===== src/verilog/codec_ctrl_pkg.sv =====
package codec_ctrl_pkg;
    // ****************************************************************
    // power control register fields
    // ****************************************************************
    localparam int PWR_WIDTH = 8;
    localparam int PWR_ON_BIT = 0;
    localparam int PWR_EAR_SEL_BIT = 1;
    localparam int PWR_MIC_MUTE_BIT = 6;
    localparam logic [7:0] PWR_RESET = 8'h00;
    // ****************************************************************
    // transmit gain / sidetone register fields
    // ****************************************************************
    localparam int TXG_WIDTH = 8;
    localparam int TXG_FORCE_PD_BIT = 7;
    localparam int TXG_MODE_BIT = 3;
    localparam logic [7:0] TXG_RESET = 8'h08;
    localparam logic [2:0] TXG_STEP_MAX = 3'h5;
    localparam logic [4:0] MIC2_GAIN_DB = 5'h0c;
    // ****************************************************************
    // format and framing
    // ****************************************************************
    localparam logic [1:0] FMT_LINEAR = 2'h0;
    localparam logic [1:0] FMT_MULAW = 2'h1;
    localparam logic [1:0] FMT_ALAW = 2'h2;
    localparam logic [1:0] FMT_RESET = 2'h0;
    localparam int LINEAR_BITS = 15;
    localparam int COMPANDED_BITS = 8;
    localparam int SAMPLE_WIDTH = 16;
    localparam int BITS_PER_FRAME = 256;
    // ****************************************************************
    // timing
    // ****************************************************************
    localparam int CLK_PERIOD_PS = 5000;
    localparam int RESET_MIN_NS = 500;
    localparam int RESET_MIN_CYCLES =
        (RESET_MIN_NS * 1000 + CLK_PERIOD_PS - 1) / CLK_PERIOD_PS;
    localparam int MCLK_LOSS_NS = 2000;
    localparam int MCLK_LOSS_CYCLES = MCLK_LOSS_NS * 1000 / CLK_PERIOD_PS;
    localparam int FIFO_DEPTH = 4;

    typedef struct packed {
        logic on;
        logic diff_ear;
        logic single_ear;
        logic mic_mute;
    } power_state_t;

    typedef struct packed {
        logic extended;
        logic [4:0] mic2_gain_db;
        logic [3:0] pga_atten_db;
    } tx_gain_t;

    typedef enum logic [1:0] {
        ST_OFF = 2'b00,
        ST_ON = 2'b01,
        ST_DRAIN = 2'b11
    } pwr_state_t;
endpackage : codec_ctrl_pkg


===== src/verilog/codec_power_and_tx_gain_control.sv =====
`timescale 1ns/1ps
module codec_power_and_tx_gain_control
    import codec_ctrl_pkg::*;
#(
    parameter int MCLK_LOSS_LIMIT = MCLK_LOSS_CYCLES,
    parameter int FIFO_WORDS = FIFO_DEPTH
) (
    input wire logic clk,
    input wire logic rst_n,
    input wire logic master_clock,
    input wire logic cfg_we,
    input wire logic [PWR_WIDTH-1:0] cfg_power,
    input wire logic [TXG_WIDTH-1:0] cfg_tx_gain,
    input wire logic [1:0] cfg_format,
    input wire logic sample_valid,
    output logic sample_ready,
    input wire logic [SAMPLE_WIDTH-1:0] sample_data,
    input wire logic pcm_bit_clock,
    input wire logic pcm_frame_sync,
    input wire logic pcm_serial_in,
    output logic pcm_serial_out,
    output logic pcm_serial_out_oe,
    output logic [SAMPLE_WIDTH-1:0] rx_sample,
    output logic rx_sample_valid,
    output logic [PWR_WIDTH-1:0] power_register,
    output logic [TXG_WIDTH-1:0] transmit_gain_register,
    output logic [1:0] format_q,
    output logic differential_earpiece_amp,
    output logic single_ended_earpiece_amp,
    output logic microphone_mute_select,
    output logic powered_up,
    output logic mclk_lost,
    output logic tx_gain_mode_bit,
    output logic [4:0] tx_mic2_gain_db,
    output logic [3:0] tx_pga_atten_db
);
    // ****************************************************************
    // synchronisers
    // ****************************************************************
    logic [1:0] bclk_s_q;
    logic [1:0] fs_s_q;
    logic [1:0] din_s_q;
    logic [1:0] mclk_s_q;
    logic bclk_d1_q;
    logic mclk_d1_q;
    always_ff @(posedge clk or negedge rst_n) begin
        if (!rst_n) begin
            bclk_s_q <= '0;
            fs_s_q <= '0;
            din_s_q <= '0;
            mclk_s_q <= '0;
            bclk_d1_q <= 1'b0;
            mclk_d1_q <= 1'b0;
        end else begin
            bclk_s_q <= {bclk_s_q[0], pcm_bit_clock};
            fs_s_q <= {fs_s_q[0], pcm_frame_sync};
            din_s_q <= {din_s_q[0], pcm_serial_in};
            mclk_s_q <= {mclk_s_q[0], master_clock};
            bclk_d1_q <= bclk_s_q[1];
            mclk_d1_q <= mclk_s_q[1];
        end
    end
    wire bclk_rise = bclk_s_q[1] && !bclk_d1_q;
    wire bclk_fall = !bclk_s_q[1] && bclk_d1_q;
    wire mclk_edge = mclk_s_q[1] != mclk_d1_q;

    // ****************************************************************
    // configuration registers
    // ****************************************************************
    logic [PWR_WIDTH-1:0] pwr_q;
    logic [TXG_WIDTH-1:0] txg_q;
    logic [1:0] fmt_q;
    always_ff @(posedge clk or negedge rst_n) begin
        if (!rst_n) begin
            pwr_q <= PWR_RESET;
            txg_q <= TXG_RESET;
            fmt_q <= FMT_RESET;
        end else if (cfg_we) begin
            pwr_q <= cfg_power;
            txg_q <= cfg_tx_gain;
            fmt_q <= cfg_format;
        end
    end

    // ****************************************************************
    // master clock loss detection
    // ****************************************************************
    localparam int LW = $clog2(MCLK_LOSS_LIMIT + 1);
    logic [LW-1:0] idle_cnt_q;
    logic lost_q;
    wire loss_hit = idle_cnt_q == LW'(MCLK_LOSS_LIMIT);
    always_ff @(posedge clk or negedge rst_n) begin
        if (!rst_n) begin
            idle_cnt_q <= '0;
            lost_q <= 1'b0;
        end else if (mclk_edge) begin
            idle_cnt_q <= '0;
            lost_q <= 1'b0;
        end else if (!loss_hit) begin
            idle_cnt_q <= idle_cnt_q + 1'b1;
        end else begin
            lost_q <= 1'b1;
        end
    end

    // ****************************************************************
    // transmit gain decode
    // ****************************************************************
    function automatic tx_gain_t gain_decode(input logic [3:0] code);
        logic [2:0] step;
        step = (code[2:0] > TXG_STEP_MAX) ? TXG_STEP_MAX : code[2:0];
        gain_decode.extended = !code[3];
        gain_decode.mic2_gain_db = code[3] ? 5'h0 : MIC2_GAIN_DB;
        gain_decode.pga_atten_db = {step, 1'b0};
    endfunction : gain_decode
    wire tx_gain_t gain_w = gain_decode(txg_q[TXG_MODE_BIT:0]);

    // ****************************************************************
    // power state machine
    // ****************************************************************
    pwr_state_t st_q;
    pwr_state_t st_d;
    logic shifting_q;
    wire force_pd = txg_q[TXG_FORCE_PD_BIT];
    wire pd_req = !pwr_q[PWR_ON_BIT] || force_pd || lost_q;
    always_comb begin
        st_d = st_q;
        case (st_q)
            ST_OFF: begin
                if (!pd_req) begin
                    st_d = ST_ON;
                end
            end
            ST_ON: begin
                if (pd_req) begin
                    st_d = shifting_q ? ST_DRAIN : ST_OFF;
                end
            end
            ST_DRAIN: begin
                if (!shifting_q) begin
                    st_d = ST_OFF;
                end
            end
            default: st_d = ST_OFF;
        endcase
    end
    wire is_on = st_q != ST_OFF;
    wire power_power_active = st_q == ST_ON;
    wire ear_sel = pwr_q[PWR_EAR_SEL_BIT];

    // ****************************************************************
    // transmit fifo and serial shifter
    // ****************************************************************
    logic [SAMPLE_WIDTH-1:0] fifo_data;
    logic fifo_valid;
    logic fifo_pop;
    logic fifo_ready;
    wire take_w = sample_valid && sample_ready;
    sample_fifo #(
        .WIDTH(SAMPLE_WIDTH),
        .DEPTH(FIFO_WORDS)
    ) u_fifo (
        .clk(clk),
        .rst_n(rst_n),
        .flush(!is_on),
        .in_valid(take_w),
        .in_ready(fifo_ready),
        .in_data(sample_data),
        .out_valid(fifo_valid),
        .out_ready(fifo_pop),
        .out_data(fifo_data)
    );
    wire [4:0] word_bits = (fmt_q == FMT_LINEAR) ?
        5'(LINEAR_BITS) : 5'(COMPANDED_BITS);
    logic [SAMPLE_WIDTH-1:0] tx_sh_q;
    logic [4:0] tx_left_q;
    logic frame_q;
    logic out_q;
    logic oe_q;
    logic last_q;
    wire start_word = power_power_active && frame_q && bclk_rise
        && !shifting_q;
    assign fifo_pop = start_word && fifo_valid;
    wire [SAMPLE_WIDTH-1:0] word_w = fifo_valid ? fifo_data : '0;
    wire [SAMPLE_WIDTH-1:0] aligned_w = (fmt_q == FMT_LINEAR) ?
        {word_w[LINEAR_BITS-1:0], 1'b0} :
        {word_w[COMPANDED_BITS-1:0], 8'h00};
    always_ff @(posedge clk or negedge rst_n) begin
        if (!rst_n) begin
            frame_q <= 1'b0;
            tx_sh_q <= '0;
            tx_left_q <= '0;
            shifting_q <= 1'b0;
            out_q <= 1'b0;
            oe_q <= 1'b0;
            last_q <= 1'b0;
        end else begin
            if (bclk_fall && fs_s_q[1]) begin
                frame_q <= 1'b1;
            end else if (start_word) begin
                frame_q <= 1'b0;
            end
            if (lost_q) begin
                oe_q <= 1'b0;
                shifting_q <= 1'b0;
                last_q <= 1'b0;
            end else if (start_word) begin
                out_q <= aligned_w[SAMPLE_WIDTH-1];
                oe_q <= 1'b1;
                tx_sh_q <= {aligned_w[SAMPLE_WIDTH-2:0], 1'b0};
                tx_left_q <= word_bits - 5'h1;
                shifting_q <= 1'b1;
                last_q <= word_bits == 5'h1;
            end else if (shifting_q && bclk_rise && !last_q) begin
                out_q <= tx_sh_q[SAMPLE_WIDTH-1];
                tx_sh_q <= {tx_sh_q[SAMPLE_WIDTH-2:0], 1'b0};
                tx_left_q <= tx_left_q - 5'h1;
                last_q <= tx_left_q == 5'h1;
            end else if (shifting_q && bclk_fall && last_q) begin
                oe_q <= 1'b0;
                shifting_q <= 1'b0;
                last_q <= 1'b0;
            end
        end
    end

    // ****************************************************************
    // receive shifter
    // ****************************************************************
    logic [SAMPLE_WIDTH-1:0] rx_sh_q;
    logic [4:0] rx_cnt_q;
    logic rx_act_q;
    logic [SAMPLE_WIDTH-1:0] rx_q;
    logic rx_v_q;
    always_ff @(posedge clk or negedge rst_n) begin
        if (!rst_n) begin
            rx_sh_q <= '0;
            rx_cnt_q <= '0;
            rx_act_q <= 1'b0;
            rx_q <= '0;
            rx_v_q <= 1'b0;
        end else begin
            rx_v_q <= 1'b0;
            if (bclk_fall && power_power_active) begin
                if (fs_s_q[1] && !rx_act_q) begin
                    rx_act_q <= 1'b1;
                    rx_sh_q <= '0;
                    rx_cnt_q <= '0;
                end else if (rx_act_q) begin
                    rx_sh_q <= {rx_sh_q[SAMPLE_WIDTH-2:0], din_s_q[1]};
                    rx_cnt_q <= rx_cnt_q + 5'h1;
                    if (rx_cnt_q == word_bits - 5'h1) begin
                        rx_act_q <= 1'b0;
                        rx_q <= {rx_sh_q[SAMPLE_WIDTH-2:0], din_s_q[1]};
                        rx_v_q <= 1'b1;
                    end
                end
            end
        end
    end

    // ****************************************************************
    // registered outputs
    // ****************************************************************
    always_ff @(posedge clk or negedge rst_n) begin
        if (!rst_n) begin
            st_q <= ST_OFF;
            differential_earpiece_amp <= 1'b0;
            single_ended_earpiece_amp <= 1'b0;
            microphone_mute_select <= 1'b0;
            sample_ready <= 1'b0;
            tx_gain_mode_bit <= 1'b1;
            tx_mic2_gain_db <= '0;
            tx_pga_atten_db <= '0;
        end else begin
            st_q <= st_d;
            differential_earpiece_amp <= is_on && ear_sel;
            single_ended_earpiece_amp <= is_on && !ear_sel;
            microphone_mute_select <= pwr_q[PWR_MIC_MUTE_BIT];
            sample_ready <= fifo_ready && st_d != ST_OFF && !take_w;
            tx_gain_mode_bit <= txg_q[TXG_MODE_BIT];
            tx_mic2_gain_db <= gain_w.mic2_gain_db;
            tx_pga_atten_db <= gain_w.pga_atten_db;
        end
    end
    assign pcm_serial_out = out_q;
    assign pcm_serial_out_oe = oe_q;
    assign rx_sample = rx_q;
    assign rx_sample_valid = rx_v_q;
    assign power_register = pwr_q;
    assign transmit_gain_register = txg_q;
    assign format_q = fmt_q;
    assign powered_up = st_q[0];
    assign mclk_lost = lost_q;
endmodule : codec_power_and_tx_gain_control


===== src/verilog/sample_fifo.sv =====
`timescale 1ns/1ps
module sample_fifo #(
    parameter int WIDTH = 16,
    parameter int DEPTH = 4
) (
    input wire logic clk,
    input wire logic rst_n,
    input wire logic flush,
    input wire logic in_valid,
    output logic in_ready,
    input wire logic [WIDTH-1:0] in_data,
    output logic out_valid,
    input wire logic out_ready,
    output logic [WIDTH-1:0] out_data
);
    localparam int AW = $clog2(DEPTH);
    logic [WIDTH-1:0] mem_q [DEPTH];
    logic [AW-1:0] wr_q;
    logic [AW-1:0] rd_q;
    logic [AW:0] cnt_q;
    wire push = in_valid && in_ready;
    wire pop = out_valid && out_ready;
    assign in_ready = cnt_q != (AW+1)'(DEPTH);
    assign out_valid = cnt_q != '0;
    assign out_data = mem_q[rd_q];

    always_ff @(posedge clk) begin
        if (push) begin
            mem_q[wr_q] <= in_data;
        end
    end

    always_ff @(posedge clk or negedge rst_n) begin
        if (!rst_n) begin
            wr_q <= '0;
            rd_q <= '0;
            cnt_q <= '0;
        end else if (flush) begin
            wr_q <= '0;
            rd_q <= '0;
            cnt_q <= '0;
        end else begin
            if (push) begin
                wr_q <= (wr_q == AW'(DEPTH - 1)) ? '0 : wr_q + 1'b1;
            end
            if (pop) begin
                rd_q <= (rd_q == AW'(DEPTH - 1)) ? '0 : rd_q + 1'b1;
            end
            cnt_q <= cnt_q + (AW+1)'(push) - (AW+1)'(pop);
        end
    end
endmodule : sample_fifo

===== config.mk =====
export PLATFORM = sky130hd
export DESIGN_NAME = codec_power_and_tx_gain_control
export DESIGN_NICKNAME = d
export VERILOG_FILES = /design/src/verilog/codec_ctrl_pkg.sv /design/src/verilog/codec_power_and_tx_gain_control.sv /design/src/verilog/sample_fifo.sv
export SDC_FILE = /design/constraint.sdc
export NUM_CORES = 1
export LEC_CHECK = 0
export BUFFER_PORTS_ARGS = -buffer_cell sky130_fd_sc_hd__buf_2
export CORE_MARGIN = 5
export CORE_UTILIZATION = 56
export DETAILED_ROUTE_END_ITERATION = 16
export HOLD_SLACK_MARGIN = 0.03
export MAX_ROUTING_LAYER = met4
export PLACE_DENSITY_LB_ADDON = 0.3
export SYNTH_ARGS = -nofsm -noshare
export SYNTH_HDL_FRONTEND = slang
export SYNTH_HIERARCHICAL = 1
export SYNTH_SLANG_ARGS = --single-unit

===== constraint.sdc =====
create_clock -name clk -period 3.8 [get_ports clk]
set_clock_uncertainty 0.2 [all_clocks]
set_input_delay 0.38 -clock clk [delete_from_list [all_inputs] [get_ports clk]]
set_output_delay 0.38 -clock clk [all_outputs]
set_load 0.005 [all_outputs]

==> flow_metrics.env, run 1 <==
export IMPL_die_height_um=123.8
export IMPL_root_buffer="clkbuf_16"
export IMPL_rsz0062_at_grt="no"
export IMPL_ant_nets=0
export IMPL_critPathCaptureType="flop"
export IMPL_cts_htree_levels=4
export IMPL_crit_chain="or3_2 -> inv_1 -> or4_1 -> inv_1 -> o31ai_1 -> inv_1 -> ha_1 -> inv_1 -> ha_1 -> inv_1 -> fa_1 -> xor2_1 -> and2_1 -> nor3_1"
export IMPL_setup_tns_ns=0
export IMPL_postCtsSetupBuffers=0
export IMPL_num_vias=4291
export IMPL_die_area_sq_mm=0.01532
export IMPL_tritoncts="done"
export IMPL_initial_core_util_pct=57.19
export IMPL_clkLatencyLatePin_ns=0.42
export IMPL_clkTransAtPathRegs_ns=0.06
export IMPL_io_buffer_count=89
export IMPL_worst_setup_path_type="flop to flop"
export IMPL_routed_wl_um=13320
export IMPL_die_w_um=123.8
export IMPL_gp_congestion=0.8150
export IMPL_antennaDiodeCount=0
export IMPL_viasPerCell=5.377
export IMPL_grt_pass1_wl_um=21430
export IMPL_drc=0
export IMPL_ir_worst_vdd_mv=0.3201
export IMPL_synth_warnings=6
export IMPL_startpoint_type="flop"
export IMPL_cpMostUsedCell="inv_1"
export IMPL_max_slew_margin_pct=30.32
export IMPL_hold_violations=0
export IMPL_grt_usage_pct=19.13
export IMPL_drt_initial_drc_count=261
export IMPL_gr_total_overflow=0
export IMPL_status="complete, no violations"
export IMPL_ctsHoldBuffers=38
export IMPL_hp_class="flop to flop"
export IMPL_drv_cap=0
export IMPL_antenna_found_initial=0
export IMPL_drive_gt1_share_pct=28.43
export IMPL_post_cts_resized=0
export IMPL_syn_to_final_growth_pct=21.20
export IMPL_placementRows=41
export IMPL_fmax_ghz=0.2902
export IMPL_drt_pass1_iterations=4
export IMPL_drv_slew=0
export IMPL_cts_buffer_depth=2
export IMPL_arrival_ns=3.59
export IMPL_fin_util_pct=69.32
export IMPL_fin_nets=670
export IMPL_power_density_mw_per_mm2=539.9
export IMPL_path_max_fanout=9
export IMPL_wl_per_cell_um=16.70
export IMPL_dp_hpwl_um=8561
export IMPL_setup_viol=0
export IMPL_cpPeakStageDelay_ns=0.60
export IMPL_critPathSlowestCell="or3_2"
export IMPL_cts_buffers=17
export IMPL_grt_pass1_vias=4373
export IMPL_post_route_period_util_pct=90.69
export IMPL_syn_mean_instance_area_sq_um=14.79
export IMPL_netlist_area_sq_mm=0.007247
export IMPL_synth_cells=490
export IMPL_worstPathRequired_ns=3.94
export IMPL_core_sq_mm=0.01267
export IMPL_regToRegSetupSlack_ns=0.35
export IMPL_cts_sinks=177
export IMPL_ioPinCount=95
export IMPL_static_leakage_power_nw=3.878
export IMPL_grt_start_max_net_pins=68
export IMPL_post_route_min_period_ns=3.446
export IMPL_worst_pin_slew_ns=1.045
-- metal layers --
metal	share of wire, %	vias up	track usage, %
li1	-	2027	-
met1	42	2160	22.61
met2	52	86	32.31
met3	3.7	18	4.269
met4	1.6	0	7.059
met5	0	-	-
-- per-stage QoR --
step | setup WS, ns | total power [mW] | hold WS [ns] | area, sq um | instances
final | 0.3537 | 4.742 | 0.1481 | 8783 | 798
after global routing | 0.08792 | 4.960 | 0.1522 | 8783 | 798
after CTS | 0.3424 | 4.780 | 0.1471 | 8783 | 798
after detailed placement | 0.3713 | 2.980 | 0.1386 | 7791 | 730
after global placement | 0.5129 | 2.943 | 0.1346 | 7791 | 730
after floorplan | 0.6318 | 2.757 | -0.1156 | 7258 | 493
-- cell type report --
| cell class | instances | area, sq um |
|---|---|---|
| Fill cell | 889 | 3887 |
| Multi-Input combinational cell | 273 | 2313 |
| Tap cell | 172 | 215.2 |
| Sequential cell | 177 | 4732 |
| Inverter | 16 | 60.06 |
| Timing Repair Buffer | 130 | 850.8 |
| Clock inverter | 4 | 70.07 |
| Clock buffer | 26 | 541.8 |
-- placed cells by master, fill, tap and decap left out, types with 11 or more instances in the layout --
cell	n
dfrtp_1	115
buf_2	88
dlygate4sd3_1	38
nand2_1	29
mux4_2	15
nor2_1	21
edfxtp_1	60
ha_1	12
clkbuf_16	19
o21ai_0	20
mux2i_1	18
a22o_1	18
inv_1	16
xor2_1	11
mux2_2	23
-- critical path: cells and delay by family, from the launching register on --
kind,cells,cell delay (ns)
and+or+nand+nor,4,1.20
adders and majority gates,3,0.81
DFF,1,0.44
buffers and inverters,5,0.39
AOI/OAI and AO/OA,1,0.16
xor gates and xnor gates,1,0.16
-- state kept, by name, indices dropped and copies added (netlist names), 2 cells and up --
name,flops
u_fifo/mem_q,60
rx_sample,16
rx_sh_q,15
tx_sh_q,14
idle_cnt_q,9
power_register,8
transmit_gain_register,8
rx_cnt_q,5
tx_left_q,5
tx_pga_atten_db,3
u_fifo/cnt_q,3
bclk_s_q,2
din_s_q,2
format_q,2
fs_s_q,2
mclk_s_q,2
st_q,2
u_fifo/rd_q,2
u_fifo/wr_q,2
-- worst paths after layout --
check                           cells after the start                        end             from
min in group asynchronous                           2          power_register[6]            rst_n
worst min register to register                      0                 din_s_q[1]       din_s_q[0]
worst max register to register                     14            u_fifo/cnt_q[2]  u_fifo/cnt_q[1]
worst min-delay path                                0                 din_s_q[1]       din_s_q[0]
max in group asynchronous                           3  transmit_gain_register[3]            rst_n
worst max-delay path                               14            u_fifo/cnt_q[2]  u_fifo/cnt_q[1]
-- power by group --
| part | internal (mW) | switching, mW |
|---|---|---|
| combinational | 0.302 | 0.360 |
| clock | 1.11 | 0.657 |
| sequential | 2.17 | 0.145 |
| total | 3.58 | 1.16 |
(Power assumes the default switching activity.)
==> inputs of run 2 (changes only) <==
- RECOVER_POWER: unset -> 50
==> run 2 against run 1 <==
The flow now finishes with violations (max-capacitance violations, max-slew violations). Setup slack improved by 0.00079 ns. Maximum frequency hardly changed. Largest power group unchanged. Via count fell by 0.49%. Combinational power decreased by 1%. Clock-buffer cell count stayed put. Cell count unchanged. Die area unchanged. Clock power barely moved.
==> flow_metrics.env, run 2 (same netlist as run 1, synthesis figures left out) <==
export IMPL_min_delay_start="din_s_q[0]"
export IMPL_stdcell_count=798
export IMPL_wl_per_cell_um=16.76
export IMPL_cts_buffers=17
export IMPL_tritoncts="done"
export IMPL_internal_power_mw=3.572
export IMPL_cts_buffer_depth=2
export IMPL_grt_pass1_wl_um=21430
export IMPL_largest_register_ffs=60
export IMPL_regArea_sq_mm=0.004732
export IMPL_static_leakage_power_nw=3.746
export IMPL_startpoint_type="flop"
export IMPL_grt_usage_pct=19.13
export IMPL_drc=0
export IMPL_clkLatencyLatePin_ns=0.42
export IMPL_drv_cap=1
export IMPL_fin_util_pct=68.91
export IMPL_post_cts_resized=0
export IMPL_hold_violations=0
export IMPL_antennaDiodeCount=0
export IMPL_syn_to_final_growth_pct=20.49
export IMPL_die_area_sq_mm=0.01532
export IMPL_gp_congestion=0.8150
export IMPL_cts_htree_levels=4
export IMPL_die_height_um=123.8
export IMPL_viasPerCell=5.351
export IMPL_max_slew_margin_pct=-6.340
export IMPL_multi_input_area_sq_mm=0.002313
export IMPL_drive_gt1_share_pct=21.88
export IMPL_num_vias=4270
export IMPL_finalPower_mw=4.737
export IMPL_fmax_ghz=0.2902
export IMPL_cts_sinks=177
export IMPL_gr_total_overflow=0
export IMPL_worst_pin_slew_ns=1.595
export IMPL_critPathCaptureType="flop"
export IMPL_routed_wl_um=13370
export IMPL_core_sq_mm=0.01267
export IMPL_regToRegSetupSlack_ns=0.35
export IMPL_final_cell_mix="dfrtp_1 (115), edfxtp_1 (60), buf_2 (49)"
export IMPL_setup_viol=0
export IMPL_arrival_ns=3.58
export IMPL_ant_nets=0
export IMPL_nFillCells=915
export IMPL_worst_setup_path_type="flop to flop"
export IMPL_power_density_mw_per_mm2=542.5
export IMPL_rsz0062_at_grt="no"
export IMPL_dp_slack_ns=0.3713
export IMPL_clkTransAtPathRegs_ns=0.06
export IMPL_seqPwrFrac_pct=48.8
export IMPL_fin_nets=670
export IMPL_top_register="u_fifo/mem_q"
export IMPL_antenna_found_initial=0
export IMPL_drt_pass1_iterations=4
export IMPL_setup_tns_ns=0
export IMPL_drv_slew=68
export IMPL_violations="max-capacitance violations, max-slew violations"
export IMPL_p_sw_share_pct=24.59
export IMPL_root_buffer="clkbuf_16"
export IMPL_post_route_min_period_ns=3.446
export IMPL_final_common_cell="dfrtp_1"
export IMPL_finalWorstSetupSlack_ns=0.3545
export IMPL_status="finished with violations"
export IMPL_r2r_start="u_fifo/cnt_q[1]"
export IMPL_p_comb_share_pct=13.8
export IMPL_rr_worst_depth=14
export IMPL_grt_start_max_net_pins=68
export IMPL_ioPinCount=95
export IMPL_hp_class="flop to flop"
export IMPL_holdPathStages=0
export IMPL_path_max_fanout=9
export IMPL_switchingPower_mw=1.165
export IMPL_placementRows=41
export IMPL_worstReg2RegEnd="u_fifo/cnt_q[2]"
export IMPL_worstPathRequired_ns=3.94
export IMPL_post_route_period_util_pct=90.67
export IMPL_io_buffer_count=89
export IMPL_grt_pass1_vias=4373
export IMPL_ir_worst_vdd_mv=0.3199
export IMPL_initial_core_util_pct=57.19
export IMPL_p_clk_share_pct=37.3
export IMPL_dp_cells=730
export IMPL_min_to="din_s_q[1]"
export IMPL_die_w_um=123.8
export IMPL_dp_hpwl_um=8561
export IMPL_drt_initial_drc_count=298
[run 2: worst max-delay path, cell delays in order (launching register included)]
cell	delay, ns
dfrtp_1	0.44
or3_2	0.60
inv_1	0.08
or4_1	0.32
inv_1	0.10
o31ai_1	0.16
inv_1	0.10
ha_1	0.31
inv_1	0.06
ha_1	0.12
inv_1	0.05
fa_1	0.38
xor2_1	0.16
and2_1	0.16
nor3_1	0.12
[run 2: timing repair]
item	CTS	global route
buffers inserted	0	0
endpoints found under the hold margin	146	0
hold buffers	38	0
[run 2: metal layers]
metal / part of all wire [%] / up-vias / global-route usage, %
met1: 42 / 2143 / 22.61
met4: 1.5 / 0 / 7.059
met5: 0 / - / -
met3: 4.0 / 15 / 4.269
li1: - / 2023 / -
met2: 53 / 89 / 32.31
[run 2: stage by stage]
stage          hold WS, ns  instance area (sq um)
2_1_floorplan      -0.1156                   7258
3_3_place_gp        0.1346                   7791
3_5_place_dp        0.1386                   7791
4_1_cts             0.1471                   8783
5_1_grt             0.1522                   8732
6_report            0.1487                   8732
[run 2: final cells by class]
class	instances	area share [%]
Inverter	16	0.6878
Timing Repair Buffer	130	9.156
Tap cell	172	2.465
Clock buffer	26	6.204
Multi-Input combinational cell	273	26.49
Clock inverter	4	0.8024
Sequential cell	177	54.19
[run 2: worst max-delay path by stage]
| stage | startpoint | end | cells after the start |
|---|---|---|---|
| 2_1_floorplan | u_fifo/cnt_q[1] | u_fifo/cnt_q[2] | 15 |
| 3_3_place_gp | u_fifo/cnt_q[1] | u_fifo/cnt_q[2] | 14 |
| 3_5_place_dp | u_fifo/cnt_q[1] | u_fifo/cnt_q[2] | 14 |
| 4_1_cts | u_fifo/cnt_q[1] | u_fifo/cnt_q[2] | 14 |
| 5_1_grt | u_fifo/cnt_q[1] | u_fifo/cnt_q[2] | 14 |
| 6_report | u_fifo/cnt_q[1] | u_fifo/cnt_q[2] | 14 |
[run 2: power by group through the flow]
stage	Clock (mW)	Sequential [mW]	Combinational, mW
floorplan	0	2.32	0.438
global placement	0	2.33	0.610
detailed placement	0	2.35	0.635
CTS	1.80	2.31	0.671
global route	1.88	2.34	0.732
finish	1.77	2.31	0.654
